`config.mk`:
```
export PLATFORM = sky130hd
export DESIGN_NAME = flash_erase_write_control
export DESIGN_NICKNAME = d
export VERILOG_FILES = /design/src/flash_ctl_pkg.sv /design/src/flash_erase_write_control.sv /design/src/erase_timer.sv
export SDC_FILE = /design/constraint.sdc
export NUM_CORES = 1
export LEC_CHECK = 0
export ABC_CLOCK_PERIOD_IN_PS = 2250
export BUFFER_PORTS_ARGS = -buffer_cell sky130_fd_sc_hd__buf_2
export CAP_MARGIN = 30
export CORE_MARGIN = 4
export CORE_UTILIZATION = 49
export CTS_CLUSTER_SIZE = 25
export DETAILED_ROUTE_END_ITERATION = 8
export PLACE_DENSITY = 0.91
export SYNTH_ARGS = -nofsm -noshare
export SYNTH_HDL_FRONTEND = slang
export SYNTH_SLANG_ARGS = --single-unit
```
`constraint.sdc`:
```
create_clock -name core_clk_i -period 2.25 [get_ports core_clk_i]
set_input_delay 0.3375 -clock core_clk_i [delete_from_list [all_inputs] [get_ports core_clk_i]]
set_output_delay 0.3375 -clock core_clk_i [all_outputs]
set_load 0.05 [all_outputs]
```
`src/flash_ctl_pkg.sv`:
```
package flash_ctl_pkg;

	// Register offsets on the special function register bus.
	localparam logic [7:0] ERASE_TRIGGER_ADDR       = 8'h94;
	localparam logic [7:0] FLASH_WRITE_CONTROL_ADDR = 8'hb2;
	localparam logic [7:0] ERASE_PAGE_SELECT_ADDR   = 8'hb7;

	// Field positions in the write control register.
	localparam int PROGRAM_WRITE_ENABLE_BIT  = 0;
	localparam int MASS_ERASE_ENABLE_BIT     = 1;
	localparam int FLASH_PULSE_WIDTH_SEL_BIT = 2;

	// Page number field of the page select register.
	localparam int PAGE_LSB = 1;
	localparam int PAGE_MSB = 7;

	// Key patterns and the erased byte value.
	localparam logic [7:0] MASS_ERASE_KEY = 8'haa;
	localparam logic [7:0] PAGE_ERASE_KEY = 8'h55;
	localparam logic [7:0] ERASED_BYTE    = 8'hff;

	// Reset values.
	localparam logic [7:0] FLASH_WRITE_CONTROL_RST = 8'h00;
	localparam logic [7:0] ERASE_PAGE_SELECT_RST   = 8'h00;

	// Erase busy times in cycles of the 20 MHz clock.
	localparam int CLK_MHZ          = 20;
	localparam int PAGE_ERASE_US    = 20;
	localparam int MASS_ERASE_US    = 200;
	localparam int PAGE_ERASE_CYCLES = PAGE_ERASE_US * CLK_MHZ;
	localparam int MASS_ERASE_CYCLES = MASS_ERASE_US * CLK_MHZ;

	// Address windows of memories aliased by a flash write.
	localparam logic [15:0] MPU_RAM_LO  = 16'h0000;
	localparam logic [15:0] MPU_RAM_HI  = 16'h07ff;
	localparam logic [15:0] CE_DRAM_LO  = 16'h1000;
	localparam logic [15:0] CE_DRAM_HI  = 16'h13ff;
	localparam logic [15:0] IO_RAM_LO   = 16'h2000;
	localparam logic [15:0] IO_RAM_HI   = 16'h20ff;
	localparam logic [15:0] CE_PRAM_LO  = 16'h3000;
	localparam logic [15:0] CE_PRAM_HI  = 16'h3fff;

	typedef enum logic [1:0] {
		ERASE_IDLE,
		ERASE_PAGE,
		ERASE_MASS
	} erase_state_t;

endpackage

```
`src/flash_erase_write_control.sv`:
```
`timescale 1ns/1ps

// Function
// - Mass erase starts on key 0xaa only after mass-erase enable was set.
// - Mass erase is refused unless the emulation port is enabled.
// - Page erase starts on key 0x55 using the page number in bits 7 to 1.
// - Only exact keys in proper order trigger erasure; stray writes never erase.
// - Program-write enable steers external stores to flash while no erase runs, otherwise to RAM.
// - An erased flash byte reads as 0xff.
// - Cells are not erased singly; pages are copied, erased and rewritten.
// - A flash write also writes the RAM cell aliased at that address.
// - A configuration bit selects the flash access pulse width.
module flash_erase_write_control
#(
	parameter int ADDR_W = 16,
	parameter int PAGE_W = 7,
	parameter int TMR_W  = 16
) (
	// Clock and reset.
	input  wire logic                 core_clk_i,
	input  wire logic                 resetn_i,
	// Special function register port.
	input  wire logic                 sfr_wr_i,
	input  wire logic                 sfr_rd_i,
	input  wire logic [7:0]           sfr_addr_i,
	input  wire logic [7:0]           sfr_wdata_i,
	output logic      [7:0]           sfr_rdata_o,
	// Emulation port status.
	input  wire logic                 ice_enable_i,
	// External data store from the processor.
	input  wire logic                 xstore_i,
	input  wire logic [ADDR_W-1:0]    xstore_addr_i,
	input  wire logic [7:0]           xstore_data_i,
	// Flash array control.
	output logic                      flash_wr_o,
	output logic [ADDR_W-1:0]         flash_addr_o,
	output logic [7:0]                flash_wdata_o,
	output logic                      page_erase_o,
	output logic                      mass_erase_o,
	output logic [PAGE_W-1:0]         erase_page_o,
	output logic                      erase_busy_o,
	output logic                      flash_pulse_width_sel_o,
	input  wire logic [7:0]           flash_array_rdata_i,
	input  wire logic                 flash_array_erased_i,
	output logic [7:0]                flash_rdata_o,
	// External RAM control.
	output logic                      ram_wr_o,
	output logic [ADDR_W-1:0]         ram_addr_o,
	output logic [7:0]                ram_wdata_o
);

	import flash_ctl_pkg::*;

	// Register state, sequencer state and the timer handshake.
	logic [7:0]       flash_write_control_r;
	logic [7:0]       erase_page_select_r;
	erase_state_t     state_r;
	logic             timer_load;
	logic [TMR_W-1:0] timer_count;
	logic             timer_busy;
	logic             timer_done;
	logic             trig_wr;
	logic             mass_go;
	logic             page_go;
	logic             flash_target;

	// Decoded key writes to the erase trigger.
	// A key is honoured only in idle, so a second key during an erase is dropped.
	assign trig_wr = sfr_wr_i && (sfr_addr_i == ERASE_TRIGGER_ADDR);
	assign mass_go = trig_wr && (sfr_wdata_i == MASS_ERASE_KEY)
		&& flash_write_control_r[MASS_ERASE_ENABLE_BIT]
		&& ice_enable_i && (state_r == ERASE_IDLE);
	assign page_go = trig_wr && (sfr_wdata_i == PAGE_ERASE_KEY)
		&& (state_r == ERASE_IDLE);

	// Control register; the mass-erase enable is spent once a mass erase is launched.
	// The write and the self-clear name different addresses, so they never collide.
	always_ff @(posedge core_clk_i or negedge resetn_i)
	begin
		if (!resetn_i)
			flash_write_control_r <= FLASH_WRITE_CONTROL_RST;
		else if (sfr_wr_i && (sfr_addr_i == FLASH_WRITE_CONTROL_ADDR))
			flash_write_control_r <= sfr_wdata_i & 8'h07;
		else if (mass_go)
			flash_write_control_r[MASS_ERASE_ENABLE_BIT] <= 1'b0;
	end

	// Page select register.
	always_ff @(posedge core_clk_i or negedge resetn_i)
	begin
		if (!resetn_i)
			erase_page_select_r <= ERASE_PAGE_SELECT_RST;
		else if (sfr_wr_i && (sfr_addr_i == ERASE_PAGE_SELECT_ADDR))
			erase_page_select_r <= {sfr_wdata_i[PAGE_MSB:PAGE_LSB], 1'b0};
	end

	// Erase sequencer: idle, page erase or mass erase until the timer ends.
	// The state outlasts the timer by one cycle, so busy never drops early.
	always_ff @(posedge core_clk_i or negedge resetn_i)
	begin
		if (!resetn_i)
			state_r <= ERASE_IDLE;
		else
		begin
			case (state_r)
				ERASE_IDLE:
				begin
					if (mass_go)
						state_r <= ERASE_MASS;
					else if (page_go)
						state_r <= ERASE_PAGE;
				end
				ERASE_PAGE, ERASE_MASS:
				begin
					if (timer_done)
						state_r <= ERASE_IDLE;
				end
				default:
					state_r <= ERASE_IDLE;
			endcase
		end
	end

	// Timer loading for the selected erase.
	// The two keys differ, so at most one of the launch terms is true.
	assign timer_load  = mass_go || page_go;
	assign timer_count = mass_go ? TMR_W'(MASS_ERASE_CYCLES) : TMR_W'(PAGE_ERASE_CYCLES);

	erase_timer #(
		.WIDTH (TMR_W)
	) u_erase_timer (
		.core_clk_i (core_clk_i),
		.resetn_i   (resetn_i),
		.load_i     (timer_load),
		.count_i    (timer_count),
		.busy_o     (timer_busy),
		.done_o     (timer_done)
	);

	// Erase strobes held during the active interval.
	assign mass_erase_o = (state_r == ERASE_MASS);
	assign page_erase_o = (state_r == ERASE_PAGE);
	assign erase_page_o = erase_page_select_r[PAGE_MSB:PAGE_LSB];
	assign erase_busy_o = timer_busy || (state_r != ERASE_IDLE);
	assign flash_pulse_width_sel_o = flash_write_control_r[FLASH_PULSE_WIDTH_SEL_BIT];

	// Flash is the store target while program-write enable is set and no erase runs.
	// A store during an erase goes to RAM; a store in the cycle of the launching key still reaches flash in the first erase cycle.
	assign flash_target = flash_write_control_r[PROGRAM_WRITE_ENABLE_BIT]
		&& (state_r == ERASE_IDLE);

	// Store steering registered toward the flash and RAM arrays.
	// Address and data load only on a store, so they hold the last store between pulses.
	always_ff @(posedge core_clk_i or negedge resetn_i)
	begin
		if (!resetn_i)
		begin
			flash_wr_o    <= 1'b0;
			ram_wr_o      <= 1'b0;
			flash_addr_o  <= '0;
			flash_wdata_o <= 8'h00;
			ram_addr_o    <= '0;
			ram_wdata_o   <= 8'h00;
		end
		else
		begin
			flash_wr_o <= xstore_i && flash_target;
			// A flash write also lands in any RAM cell at that address.
			ram_wr_o   <= xstore_i && (!flash_target || ram_alias(xstore_addr_i));
			if (xstore_i)
			begin
				flash_addr_o  <= xstore_addr_i;
				flash_wdata_o <= xstore_data_i;
				ram_addr_o    <= xstore_addr_i;
				ram_wdata_o   <= xstore_data_i;
			end
		end
	end

	// True where an on-chip RAM is mapped under the flash address.
	// Addresses outside every window write the flash alone.
	function automatic logic ram_alias(input logic [ADDR_W-1:0] a);
		logic [15:0] w;
		w = 16'(a);
		ram_alias = (w <= MPU_RAM_HI)
			|| (w >= CE_DRAM_LO && w <= CE_DRAM_HI)
			|| (w >= IO_RAM_LO && w <= IO_RAM_HI)
			|| (w >= CE_PRAM_LO && w <= CE_PRAM_HI);
	endfunction

	// Read data of the flash array; erased bytes return all ones.
	always_ff @(posedge core_clk_i or negedge resetn_i)
	begin
		if (!resetn_i)
			flash_rdata_o <= ERASED_BYTE;
		else
			flash_rdata_o <= flash_array_erased_i ? ERASED_BYTE : flash_array_rdata_i;
	end

	// Register read data; the trigger is write only and reads zero.
	// Read data holds until the next read strobe.
	always_ff @(posedge core_clk_i or negedge resetn_i)
	begin
		if (!resetn_i)
			sfr_rdata_o <= 8'h00;
		else if (sfr_rd_i)
		begin
			case (sfr_addr_i)
				FLASH_WRITE_CONTROL_ADDR: sfr_rdata_o <= flash_write_control_r;
				ERASE_PAGE_SELECT_ADDR:   sfr_rdata_o <= erase_page_select_r;
				default:                  sfr_rdata_o <= 8'h00;
			endcase
		end
	end

endmodule

```
`src/erase_timer.sv`:
```
`timescale 1ns/1ps

// Counts down an erase busy interval and pulses done at its end.
module erase_timer #(
	parameter int WIDTH = 16
) (
	// Clock and reset.
	input  wire logic             core_clk_i,
	input  wire logic             resetn_i,
	// Load and status.
	input  wire logic             load_i,
	input  wire logic [WIDTH-1:0] count_i,
	output logic                  busy_o,
	output logic                  done_o
);

	logic [WIDTH-1:0] count_r;

	// Loads the interval and counts it down to zero.
	always_ff @(posedge core_clk_i or negedge resetn_i)
	begin
		if (!resetn_i)
		begin
			count_r <= '0;
			done_o  <= 1'b0;
		end
		else
		begin
			done_o <= (count_r == {{(WIDTH-1){1'b0}}, 1'b1}) && !load_i;
			if (load_i)
				count_r <= count_i;
			else if (count_r != '0)
				count_r <= count_r - {{(WIDTH-1){1'b0}}, 1'b1};
		end
	end

	assign busy_o = (count_r != '0);

endmodule

```
Word-level counts from Yosys, hierarchy flattened
Index checks and enable logic that the tools add are counted.
{ "op_classes": {"order_cmp": 7, "n_mux": 11, "n_eq_ne": 10, "add_sub_neg": 1, "reduce_logical": 31} }
{ "op_table": {"columns": ["operator", "n"], "rows": [
  ["$eq 8x8->1 const B", 4],
  ["$ge 16x14->1 const B", 2],
  ["$le 16x14->1 const B", 2],
  ["$mux 16", 2],
  ["$eq 16x1->1 const B", 1],
  ["$ge 16x13->1 const B", 1],
  ["$le 16x11->1 const B", 1],
  ["$le 16x13->1 const B", 1],
  ["$logic_and 1x1->1", 16],
  ["$pmux 8 s2", 1],
  ["$reduce_bool 16->1", 1],
  ["$sub 16x1->16 const B", 1],
  ["$mux 12", 1],
  ["$eq 8x7->1 const B", 1],
  ["$mux 8", 1],
  ["$logic_or 1x1->1", 6],
  ["$mux 2", 3],
  ["$reduce_bool 2->1", 3],
  ["$pmux 2 s2", 1],
  ["$ne 3x3->1 const B", 1],
  ["$eq 2x1->1 const B", 1],
  ["$eq 2x2->1 const B", 1],
  ["$logic_not 1->1", 2],
  ["$logic_not 2->1", 1],
  ["4 further kinds", 5]
]} }
{ "totals": {"elab_cells": 72, "register_bits": 71, "output_inout_bits": 77, "in_bits": 55} }

Depth between registers and ports, before layout
Gate-level depths: netlist of the first run.
{ "depth": {"depth_word": 9, "ltp_mapped": 7, "depth_no_buf": 6} }

Cells and area by module
Synthesis of the first run repeated with hierarchy kept, for this count alone.
{ "unflattened": {"hier_cells": 299, "hier_area_um2": 3527.1} }
{ "modules_own_cells": {"columns": ["module", "seq_area_each_um2", "cells_each", "area_each_um2", "n_inst"], "rows": [
  ["flash_erase_write_control", 1361.3, 185, 2414.8, 1],
  ["erase_timer", 425.4, 114, 1112.3, 1]
]} }

Worst setup path after synthesis of the first run
Ideal clock, no wire load.
{ "synth_path": {"kind": "register to output", "from": "reg u_erase_timer.count_r[5]", "to": "out erase_busy_o", "n_path_buf": 0, "required_time_ns": 1.913, "t_arrival_ns": 1.479, "slack_ns": 0.433, "path_stages_with_launch": 5, "path_cell_list": "dfrtp_1 > nor4_4 > nand3_2 > nor2_1 > nand2_1"} }
{ "synth_via": {"elab_chain_len": 2} }
{ "synth_lines": {"columns": ["element", "line_no", "source"], "rows": [
  ["start, declared", "erase_timer.sv:17", "logic [WIDTH-1:0] count_r;"],
  ["start signal, assigned", "erase_timer.sv:31", "count_r <= count_i;"],
  ["start signal, assigned", "erase_timer.sv:33", "count_r <= count_r - {{(WIDTH-1){1'b0}}, 1'b1};"],
  ["$reduce_bool 16->1", "erase_timer.sv:37", "assign busy_o = (count_r != '0);"],
  ["$logic_or 1x1->1", "flash_erase_write_control.sv:144", "assign erase_busy_o = timer_busy || (state_r != ERASE_IDLE);"],
  ["end, declared", "flash_erase_write_control.sv:41", "output logic erase_busy_o,"]
]} }
No other way between the ends.

Worst setup path in the final report of the first run
{ "layout_path": {"from": "reg u_erase_timer.count_r[9]", "to": "out erase_busy_o"} }
Same word-level chain as after synthesis.

==> results of run 1 <==
-- stage by stage --
stage | instance area (µm²) | hold slack [ns] | setup WS, ns
after CTS | 4190 | 0.0219 | 0.0511
final | 4200 | 0.0238 | 0.142
after floorplan | 3380 | 0.0419 | 0.433
after global routing | 4200 | 0.0269 | 0.0298
after global placement | 3990 | 0.387 | 0.384
after detailed placement | 3990 | 0.389 | 0.249
-- power groups by stage --
stage / clock network, mW / registers, mW / logic (mW)
final: 1.00 / 1.44 / 0.719
after global routing: 1.08 / 1.45 / 0.750
after CTS: 1.03 / 1.44 / 0.724
after detailed placement: 0 / 1.47 / 0.723
after global placement: 0 / 1.46 / 0.708
after floorplan: 0 / 1.68 / 0.343
-- metal layers --
layer	wire length (µm)	global-route usage [%]	up-vias
li1	-	-	1265
met1	3160	21.4	1323
met2	4410	37.1	110
met3	511	5.80	2
met4	14	4.52	0
met5	0	0	-
-- cells in the mapped netlist (2+ instances only) --
cell type | count | share of area (%)
nand4_1 | 8 | 1.5
nor2b_1 | 2 | 0.37
and2_1 | 6 | 1.1
or2_2 | 9 | 1.7
nor3b_1 | 3 | 0.67
nand3_1 | 9 | 1.3
xor2_1 | 3 | 0.78
a211o_1 | 2 | 0.52
mux2_2 | 33 | 11
a22oi_1 | 2 | 0.44
buf_4 | 24 | 5.3
dfstp_2 | 8 | 6.2
nor2_1 | 12 | 1.3
clkbuf_1 | 5 | 0.56
o21ai_0 | 12 | 1.8
ha_1 | 6 | 2.2
inv_1 | 13 | 1.4
and3_1 | 4 | 0.74
nand2_1 | 9 | 1.0
dfrtp_1 | 63 | 47
o22ai_1 | 2 | 0.37
nor3_1 | 6 | 0.89
or4_1 | 5 | 1.1
a21oi_1 | 10 | 1.5
xnor2_1 | 2 | 0.52
nor4_4 | 2 | 1.3
o31ai_1 | 4 | 0.89
nor4bb_1 | 4 | 1.2
or3_1 | 2 | 0.37
o211ai_1 | 2 | 0.44
-- area by class of cell --
type                       count  area (µm²)  share of cell area (%)
clock buffer                  10         138                    3.28
clock inverter                 5        58.8                    1.40
timing repair buffer         138         721                    17.2
inverter                      13        48.8                    1.16
sequential                    71        1790                    42.6
multi-input combinational    177        1340                    32.0
tap                           80         100                    2.39
-- layout by cell type, fill, tap and decap left out, types with 5 or more instances in the layout --
master    synthesis  routed
a21oi_1          10      10
and2_1            6       6
buf_2             1     131
buf_4            24       6
clkbuf_8          0      10
dfrtp_1          63      63
dfstp_2           8       8
ha_1              6       6
inv_1            13      13
mux2_2           33      33
nand2_1           9       9
nand3_1           9       9
nand4_1           8       8
nor2_1           12      11
nor3_1            6       6
o21ai_0          12      12
or2_2             9       9
or4_1             5       5
-- state kept, by name (all words and copies together), names as in the netlist --
signal and cells:
ram_addr_o 16, u_erase_timer.count_r 16, flash_rdata_o 8, ram_wdata_o 8, sfr_rdata_o 8, erase_page_select_r 7
flash_write_control_r 3, state_r 2, flash_wr_o 1, ram_wr_o 1, u_erase_timer.done_o 1
-- kinds of logic (layout without fill, tap and decap cells) --
logic type      Yosys count  count (layout)  share of synthesized area, %
compound gates           43              43                          8.18
xor+xnor                  5               5                          1.30
fa+ha+maj                 6               6                          2.22
buf+inv                  43             166                          7.48
flops                    71              71                          52.8
mux                      33              33                          11.0
simple gates             90              90                          17.0
-- worst min path at each step --
stage / to / depth (start not counted) / start
after floorplan: erase_page_select_r[1] / 0 / resetn_i
after global placement: ram_addr_o[0] / 2 / resetn_i
after detailed placement: ram_addr_o[4] / 2 / resetn_i
after CTS: ram_addr_o[4] / 2 / resetn_i
after global routing: ram_addr_o[0] / 2 / resetn_i
final: ram_addr_o[4] / 2 / resetn_i
-- timing repair --
item,4_1_cts,5_1_grt
hold buffers,0,0
resized for setup,0,1
pin swaps,1,2
cloned,0,0
setup endpoints to repair,1,1
buffers inserted,1,0
==> metrics.md, run 1 <==
| Metric | Value |
|---|---|
| Internal Power | 2.09 mW |
| Fin crit share | 93.7% |
| RSZ-0062 raised after global routing | no |
| Sequential share of power | 45.5% |
| Final core utilization | 62.1% |
| Sw Share | 33.8% |
| Clock latency on the worst-skew pair | 0.33 ns |
| Async SR Flop Fraction | 100% |
| Primary FF master, synth | dfrtp_1 |
| H-tree depth | 3 |
| Layout cells sized above 1 | 50.7% |
| ANT nets after route | 0 |
| Routed vias/inst | roughly 5.5 |
| Layout net count | between 400 and 500 |
| First-pass GRT wire length | about 13000 µm |
| R2r setup slk | between 0.2 and 0.3 ns |
| Buf+Inv Stages, Crit Path | 1 |
| Num rows | 30 |
| Vias in the first global route | roughly 2800 |
| Die Height | 91.1 µm |
| Io pins | 132 |
| Post-Place Cells | between 400 and 500 |
| Reg2reg end | u_erase_timer.count_r[14] |
| Final setup TNS | 0 ns |
| Initial core utilization | 50.0% |
| Worst Setup End Kind | primary output |
| Netlist cell types | 49 |
| Placed wire-length estimate | 6070 µm |
| Fmax achieved | 474 MHz |
| Max Slew Vio Count | 0 |
| Clock Tree Root | clkbuf_8 |
| Number of synthesized flops with an enable pin | 0 |
| Outcome | finished clean |
| Period minus WS final | 2.11 ns |
| Post-synthesis net count | 352 |
| Remaining global-route overflow | 0 |
| Worst Setup EP | erase_busy_o |
| Non-Filler Instances | roughly 500 |
| Filler cells | 534 |
| Crit path max fanout | 7 |
| Clock Power Share | 31.7% |
| CTS buffer count | 9 |
| Comb pwr share | 22.7% |
| CP Cell Sequence | nor4_4 -> nand3_2 -> nor2_2 -> nand2_1 -> buf_2 |
| Net switching power | 1.07 mW |
| Reg clk slew, reported paths | about 0.080 ns |
| Worst rel slew slack | 61.4% |
| Worst Path Arrival | 1.77 ns |
| R2R depth | 6 |
| Total power | 3.16 mW |
| Post-synthesis cell area | 3380 µm² |
| Critical path's largest stage delay | 0.44 ns |
| Synth Area per Inst | 11.6 µm² |
| Remaining DRCs | 0 |
| Largest net degree at the start of global routing | between 70 and 80 |
| Final Wtd Congestion | 0.847 |
| R2R Path Start | u_erase_timer.count_r[0] |
| Initial antenna violation count | 0 |
| Syn Inst Count | 291 |
| Area Growth Syn to Fin | 24.1% |
| Setup Skew | between 0.01 and 0.015 ns |
| CP Launch Type | flip-flop |
| Syn. warnings | 0 |
| Inserted Diodes | 0 |
| Total Routed Length | 8100 µm |
| CP max-delay cell | dfrtp_1 |
| CTS sink count | 71 |
| Drt pass-1 iters | 4 |
| Post-synthesis sequential area ratio | 52.8% |
| Tot GR Track Use | roughly a fifth |
| Clock Path Buffers | 2 |
| CTS tree | done |
| Die area | 8290 µm² |
| Top cell family by delay on the critical path | simple AND/OR/NAND/NOR gates |
| Power Density | 754 nW/µm² |
| Iteration-0 DRC Markers | 99 |
| Max cap viols | 0 |
| Synth Register Bits | between 70 and 80 |
| Worst-margin pin slew | 0.571 ns |
| WL/cell | 16.4 µm |
| Hold crit path type | primary input to async pin |
| Placeable Area | 6760 µm² |
| Setup CP Type | flip-flop to primary output |
| Leakage | 1.99 nW |
| Port bufs | 131 |
| Vias post-DR | 2700 |
| Final Hold Viols | 0 |
| Setup crit start | u_erase_timer.count_r[9] |
| Worst path depth | 5 |
| Worst VDD drop | 0.254 mV |
| Die Wd | 91.1 µm |
| Final setup violation count | 0 |
| Req. time, crit path | 1.91 ns |
Note: power is estimated with default switching activity, not from simulation.
==> run 2, diff against run 1 <==
Settings changed: SETUP_SLACK_MARGIN set to 0.3, SYNTH_HIERARCHICAL set to 1.
==> metrics.md, run 2 <==
| Metric | Value |
|---|---|
| Outcome | finished clean (unchanged) |
| Placeable Area | 6910 µm² (was 6760 µm²) |
| Net switching power | 1.08 mW (was 1.07 mW) |
| First-pass GRT wire length | 13600 µm (was 13300 µm) |
| Clock Power Share | 34.4% (was 31.7%) |
| Internal Power | 2.21 mW (was 2.09 mW) |
| R2R Path Start | state_r[0] (was u_erase_timer.count_r[0]) |
| Reg clk slew, reported paths | 0.07 ns (was 0.08 ns) |
| Layout cells sized above 1 | 55.3% (was 50.7%) |
| Post-CTS Hold Buffers | 0 (unchanged) |
| Final Wtd Congestion | 0.843 (was 0.847) |
| Worst-margin pin slew | 0.694 ns (was 0.571 ns) |
| Critical path's largest stage delay | 0.40 ns (was 0.44 ns) |
| Netlist cell types | 62 (was 49) |
| Post-synthesis cell area | 3530 µm² (was 3380 µm²) |
| Adder-cell share of the synthesized area | 1.77% (was 2.22%) |
| Remaining DRCs | 0 (unchanged) |
| Num rows | 30 (unchanged) |
| Vias in the first global route | 2866 (was 2837) |
| Final setup violation count | 0 (unchanged) |
| Top cell family by delay on the critical path | simple AND/OR/NAND/NOR gates (unchanged) |
| Post-Place Cells | 516 (was 478) |
| Drt pass-1 iters | 4 (unchanged) |
| Sequential share of power | 43.7% (was 45.5%) |
| CP max-delay cell | dfrtp_1 (unchanged) |
| CP Launch Type | flip-flop (unchanged) |
| Non-Filler Instances | 546 (was 494) |
| Largest registers | ram_addr_o: 16 flops, u_erase_timer/count_r: 16 flops (was ram_addr_o: 16 flops, u_erase_timer.count_r: 16 flops) |
| Layout net count | 505 (was 471) |
| Fin crit share | 93.3% (was 93.7%) |
| Worst Path Arrival | 1.76 ns (was 1.77 ns) |
| Area Growth Syn to Fin | 31.1% (was 24.1%) |
| Worst VDD drop | 0.373 mV (was 0.254 mV) |
| Largest net degree at the start of global routing | 42 (was 72) |
| Worst rel slew slack | 53.7% (was 61.4%) |
| Post-synth top cells | dfrtp_1 (63), mux2_2 (36), buf_4 (24), nand2_1 (17), nor2_1 (10) (was dfrtp_1 (63), mux2_2 (33), buf_4 (24), inv_1 (13)) |
| Die Height | 92.8 µm (was 91.1 µm) |
| Most numerous cell in the Yosys netlist | dfrtp_1 (unchanged) |
| Async SR Flop Fraction | 100% (unchanged) |
| Commonest cells after routing, fill and taps aside | buf_2 (130), dfrtp_1 (63), mux2_2 (36) (was buf_2 (131), dfrtp_1 (63), mux2_2 (33)) |
| Clock Tree Root | clkbuf_8 (unchanged) |
| Final setup TNS | 0 ns (unchanged) |
| Clock latency on the worst-skew pair | 0.35 ns (was 0.33 ns) |
| Period minus WS final | 2.10 ns (was 2.11 ns) |
| Die area | 8620 µm² (was 8290 µm²) |
| Reg2reg end | u_erase_timer/count_r[9] (was u_erase_timer.count_r[14]) |
| Inserted Diodes | 0 (unchanged) |
| Routed vias/inst | 5.20 (was 5.47) |
| Clock Path Buffers | 2 (unchanged) |
| Max cap viols | 0 (unchanged) |
| Filler cells | 546 (was 534) |
| Setup Skew | 0.00843 ns (was 0.0123 ns) |
| Top cell type by total area after synthesis | dfrtp_1 (unchanged) |
| Setup crit start | u_erase_timer/count_r[0] (was u_erase_timer.count_r[9]) |
| CTS tree | done (unchanged) |
| Sw Share | 32.9% (was 33.8%) |
| Total power | 3.29 mW (was 3.16 mW) |
| H-tree depth | 3 (unchanged) |
| Vias post-DR | 2837 (was 2700) |
| RSZ-0062 raised after global routing | yes (was no) |
| Buf+Inv Stages, Crit Path | 3 (was 1) |
| Most common cell after layout, fill and taps aside | buf_2 (unchanged) |
| CTS buffer count | 9 (unchanged) |
| Post-synthesis sequential area ratio | 50.7% (was 52.8%) |
| CP Cell Sequence | inv_2 -> ha_4 -> nor4b_4 -> nand2_2 -> nor2_4 -> inv_4 -> nand2b_4 -> buf_8 (was nor4_4 -> nand3_2 -> nor2_2 -> nand2_1 -> buf_2) |
| R2R depth | 8 (was 6) |
| Io pins | 132 (unchanged) |
| Fmax achieved | 476 MHz (was 474 MHz) |
| Number of synthesized flops with an enable pin | 0 (unchanged) |
| Setup CP Type | flip-flop to primary output (unchanged) |
| R2r setup slk | 0.36 ns (was 0.26 ns) |
| WL/cell | 15.8 µm (was 16.4 µm) |
| Initial antenna violation count | 0 (unchanged) |
| XOR/XNOR Fraction of Synth Area | 1.24% (was 1.30%) |
| Die Wd | 92.8 µm (was 91.1 µm) |
| CTS sink count | 71 (unchanged) |
| Mux cell area share after synthesis | 12.4% (was 11.0%) |
| Leakage | 2.23 nW (was 1.99 nW) |
| ANT nets after route | 0 (unchanged) |
| Crit path max fanout | 2 (was 7) |
| Area contributors post-synth | dfrtp_1 (45%), mux2_2 (11%), dfstp_2 (6.0%) (was dfrtp_1 (47%), mux2_2 (11%), dfstp_2 (6.2%)) |
| Remaining global-route overflow | 0 (unchanged) |
| Simple-gate share of the synthesized area | 17.6% (was 17.0%) |
| Placed wire-length estimate | 6300 µm (was 6070 µm) |
| Worst Setup End Kind | primary output (unchanged) |
| Synth Area in Compound Gates | 8.97% (was 8.18%) |
| Largest family of logic cells by synthesized area | simple AND/OR/NAND/NOR gates (unchanged) |
| Total Routed Length | 8620 µm (was 8100 µm) |
| Tot GR Track Use | 19.8% (was 19.6%) |
| Max Slew Vio Count | 0 (unchanged) |
| Power Density | 712 nW/µm² (was 754 nW/µm²) |
| Final Hold Viols | 0 (unchanged) |
| Syn Inst Count | 299 (was 291) |
| Synth Register Bits | 71 (unchanged) |
| Storage cell area | 1790 µm² (unchanged) |
| Comb pwr share | 21.8% (was 22.7%) |
| Primary FF master, synth | dfrtp_1 (unchanged) |
| Syn. warnings | 6 (was 0) |
| Multi-input gate area | 1570 µm² (was 1340 µm²) |
| Initial core utilization | 51.1% (was 50.0%) |
| Req. time, crit path | 1.91 ns (about the same) |
| Port bufs | 131 (unchanged) |
| Hold crit path type | primary input to async pin (unchanged) |
| Synth Area per Inst | 11.8 µm² (was 11.6 µm²) |
| Synth top area share | 44.7% (was 46.6%) |
| Iteration-0 DRC Markers | 138 (was 99) |
[run 2: timing repair]
action	4_1_cts	5_1_grt
setup buffers	7	7
setup endpoints to repair	8	8
pin swaps	6	8
resized for setup	10	5
endpoints found under the hold margin	0	0
[run 2: logic make-up (layout without fill, tap and decap cells)]
logic type,count (synthesis),after routing
buf+inv,42,184
xor+xnor,5,5
other cells,2,11
flops,71,71
simple gates,90,90
fa+ha+maj,5,5
mux,39,39
compound gates,45,45
[run 2: worst max-delay path by stage]
stage | to | slack [ns] | cells after the start
finish | erase_busy_o | 0.15 | 8
global route | erase_busy_o | 0.06 | 8
CTS | erase_busy_o | 0.14 | 8
detailed placement | u_erase_timer/count_r[10] | 0.11 | 6
global placement | u_erase_timer/count_r[10] | 0.12 | 6
floorplan | u_erase_timer/count_r[10] | 0.18 | 7
[run 2: routing by layer]
metal | part of all wire, % | vias to the layer above | routed length, µm | global-route usage [%]
met4 | 1.4 | 0 | 121 | 7.33
met5 | 0 | - | 0 | 0
met2 | 53 | 114 | 4600 | 34.9
met3 | 6.8 | 12 | 584 | 5.85
met1 | 38 | 1372 | 3320 | 22.7
li1 | - | 1339 | - | -
[run 2: power groups by stage]
stage	registers, mW	clock network, mW	logic (mW)
2_1_floorplan	1.66	0	0.352
3_3_place_gp	1.46	0	0.704
3_5_place_dp	1.46	0	0.719
4_1_cts	1.44	1.15	0.723
5_1_grt	1.45	1.22	0.758
6_report	1.44	1.13	0.719
[run 2: per-stage QoR]
stage / worst slack, ns / cell area, µm² / hold slack (ns) / utilization [%]
5_1_grt: 0.0570 / 4620 / 0.0707 / 66.9
2_1_floorplan: 0.181 / 3590 / 0.0419 / -
3_3_place_gp: 0.125 / 4240 / 0.404 / 61.4
6_report: 0.150 / 4620 / 0.0309 / 66.9
4_1_cts: 0.136 / 4560 / 0.0458 / 66.0
3_5_place_dp: 0.110 / 4240 / 0.418 / 61.4
[run 2: cell type report]
cell class / instances / share of cell area, %
repair buffers: 158 / 19.1
well taps: 96 / 2.60
flip-flops and latches: 71 / 38.6
clock inverters: 5 / 1.76
clock buffers: 11 / 3.06
multi-input cells: 195 / 34.0
inverters: 10 / 0.866
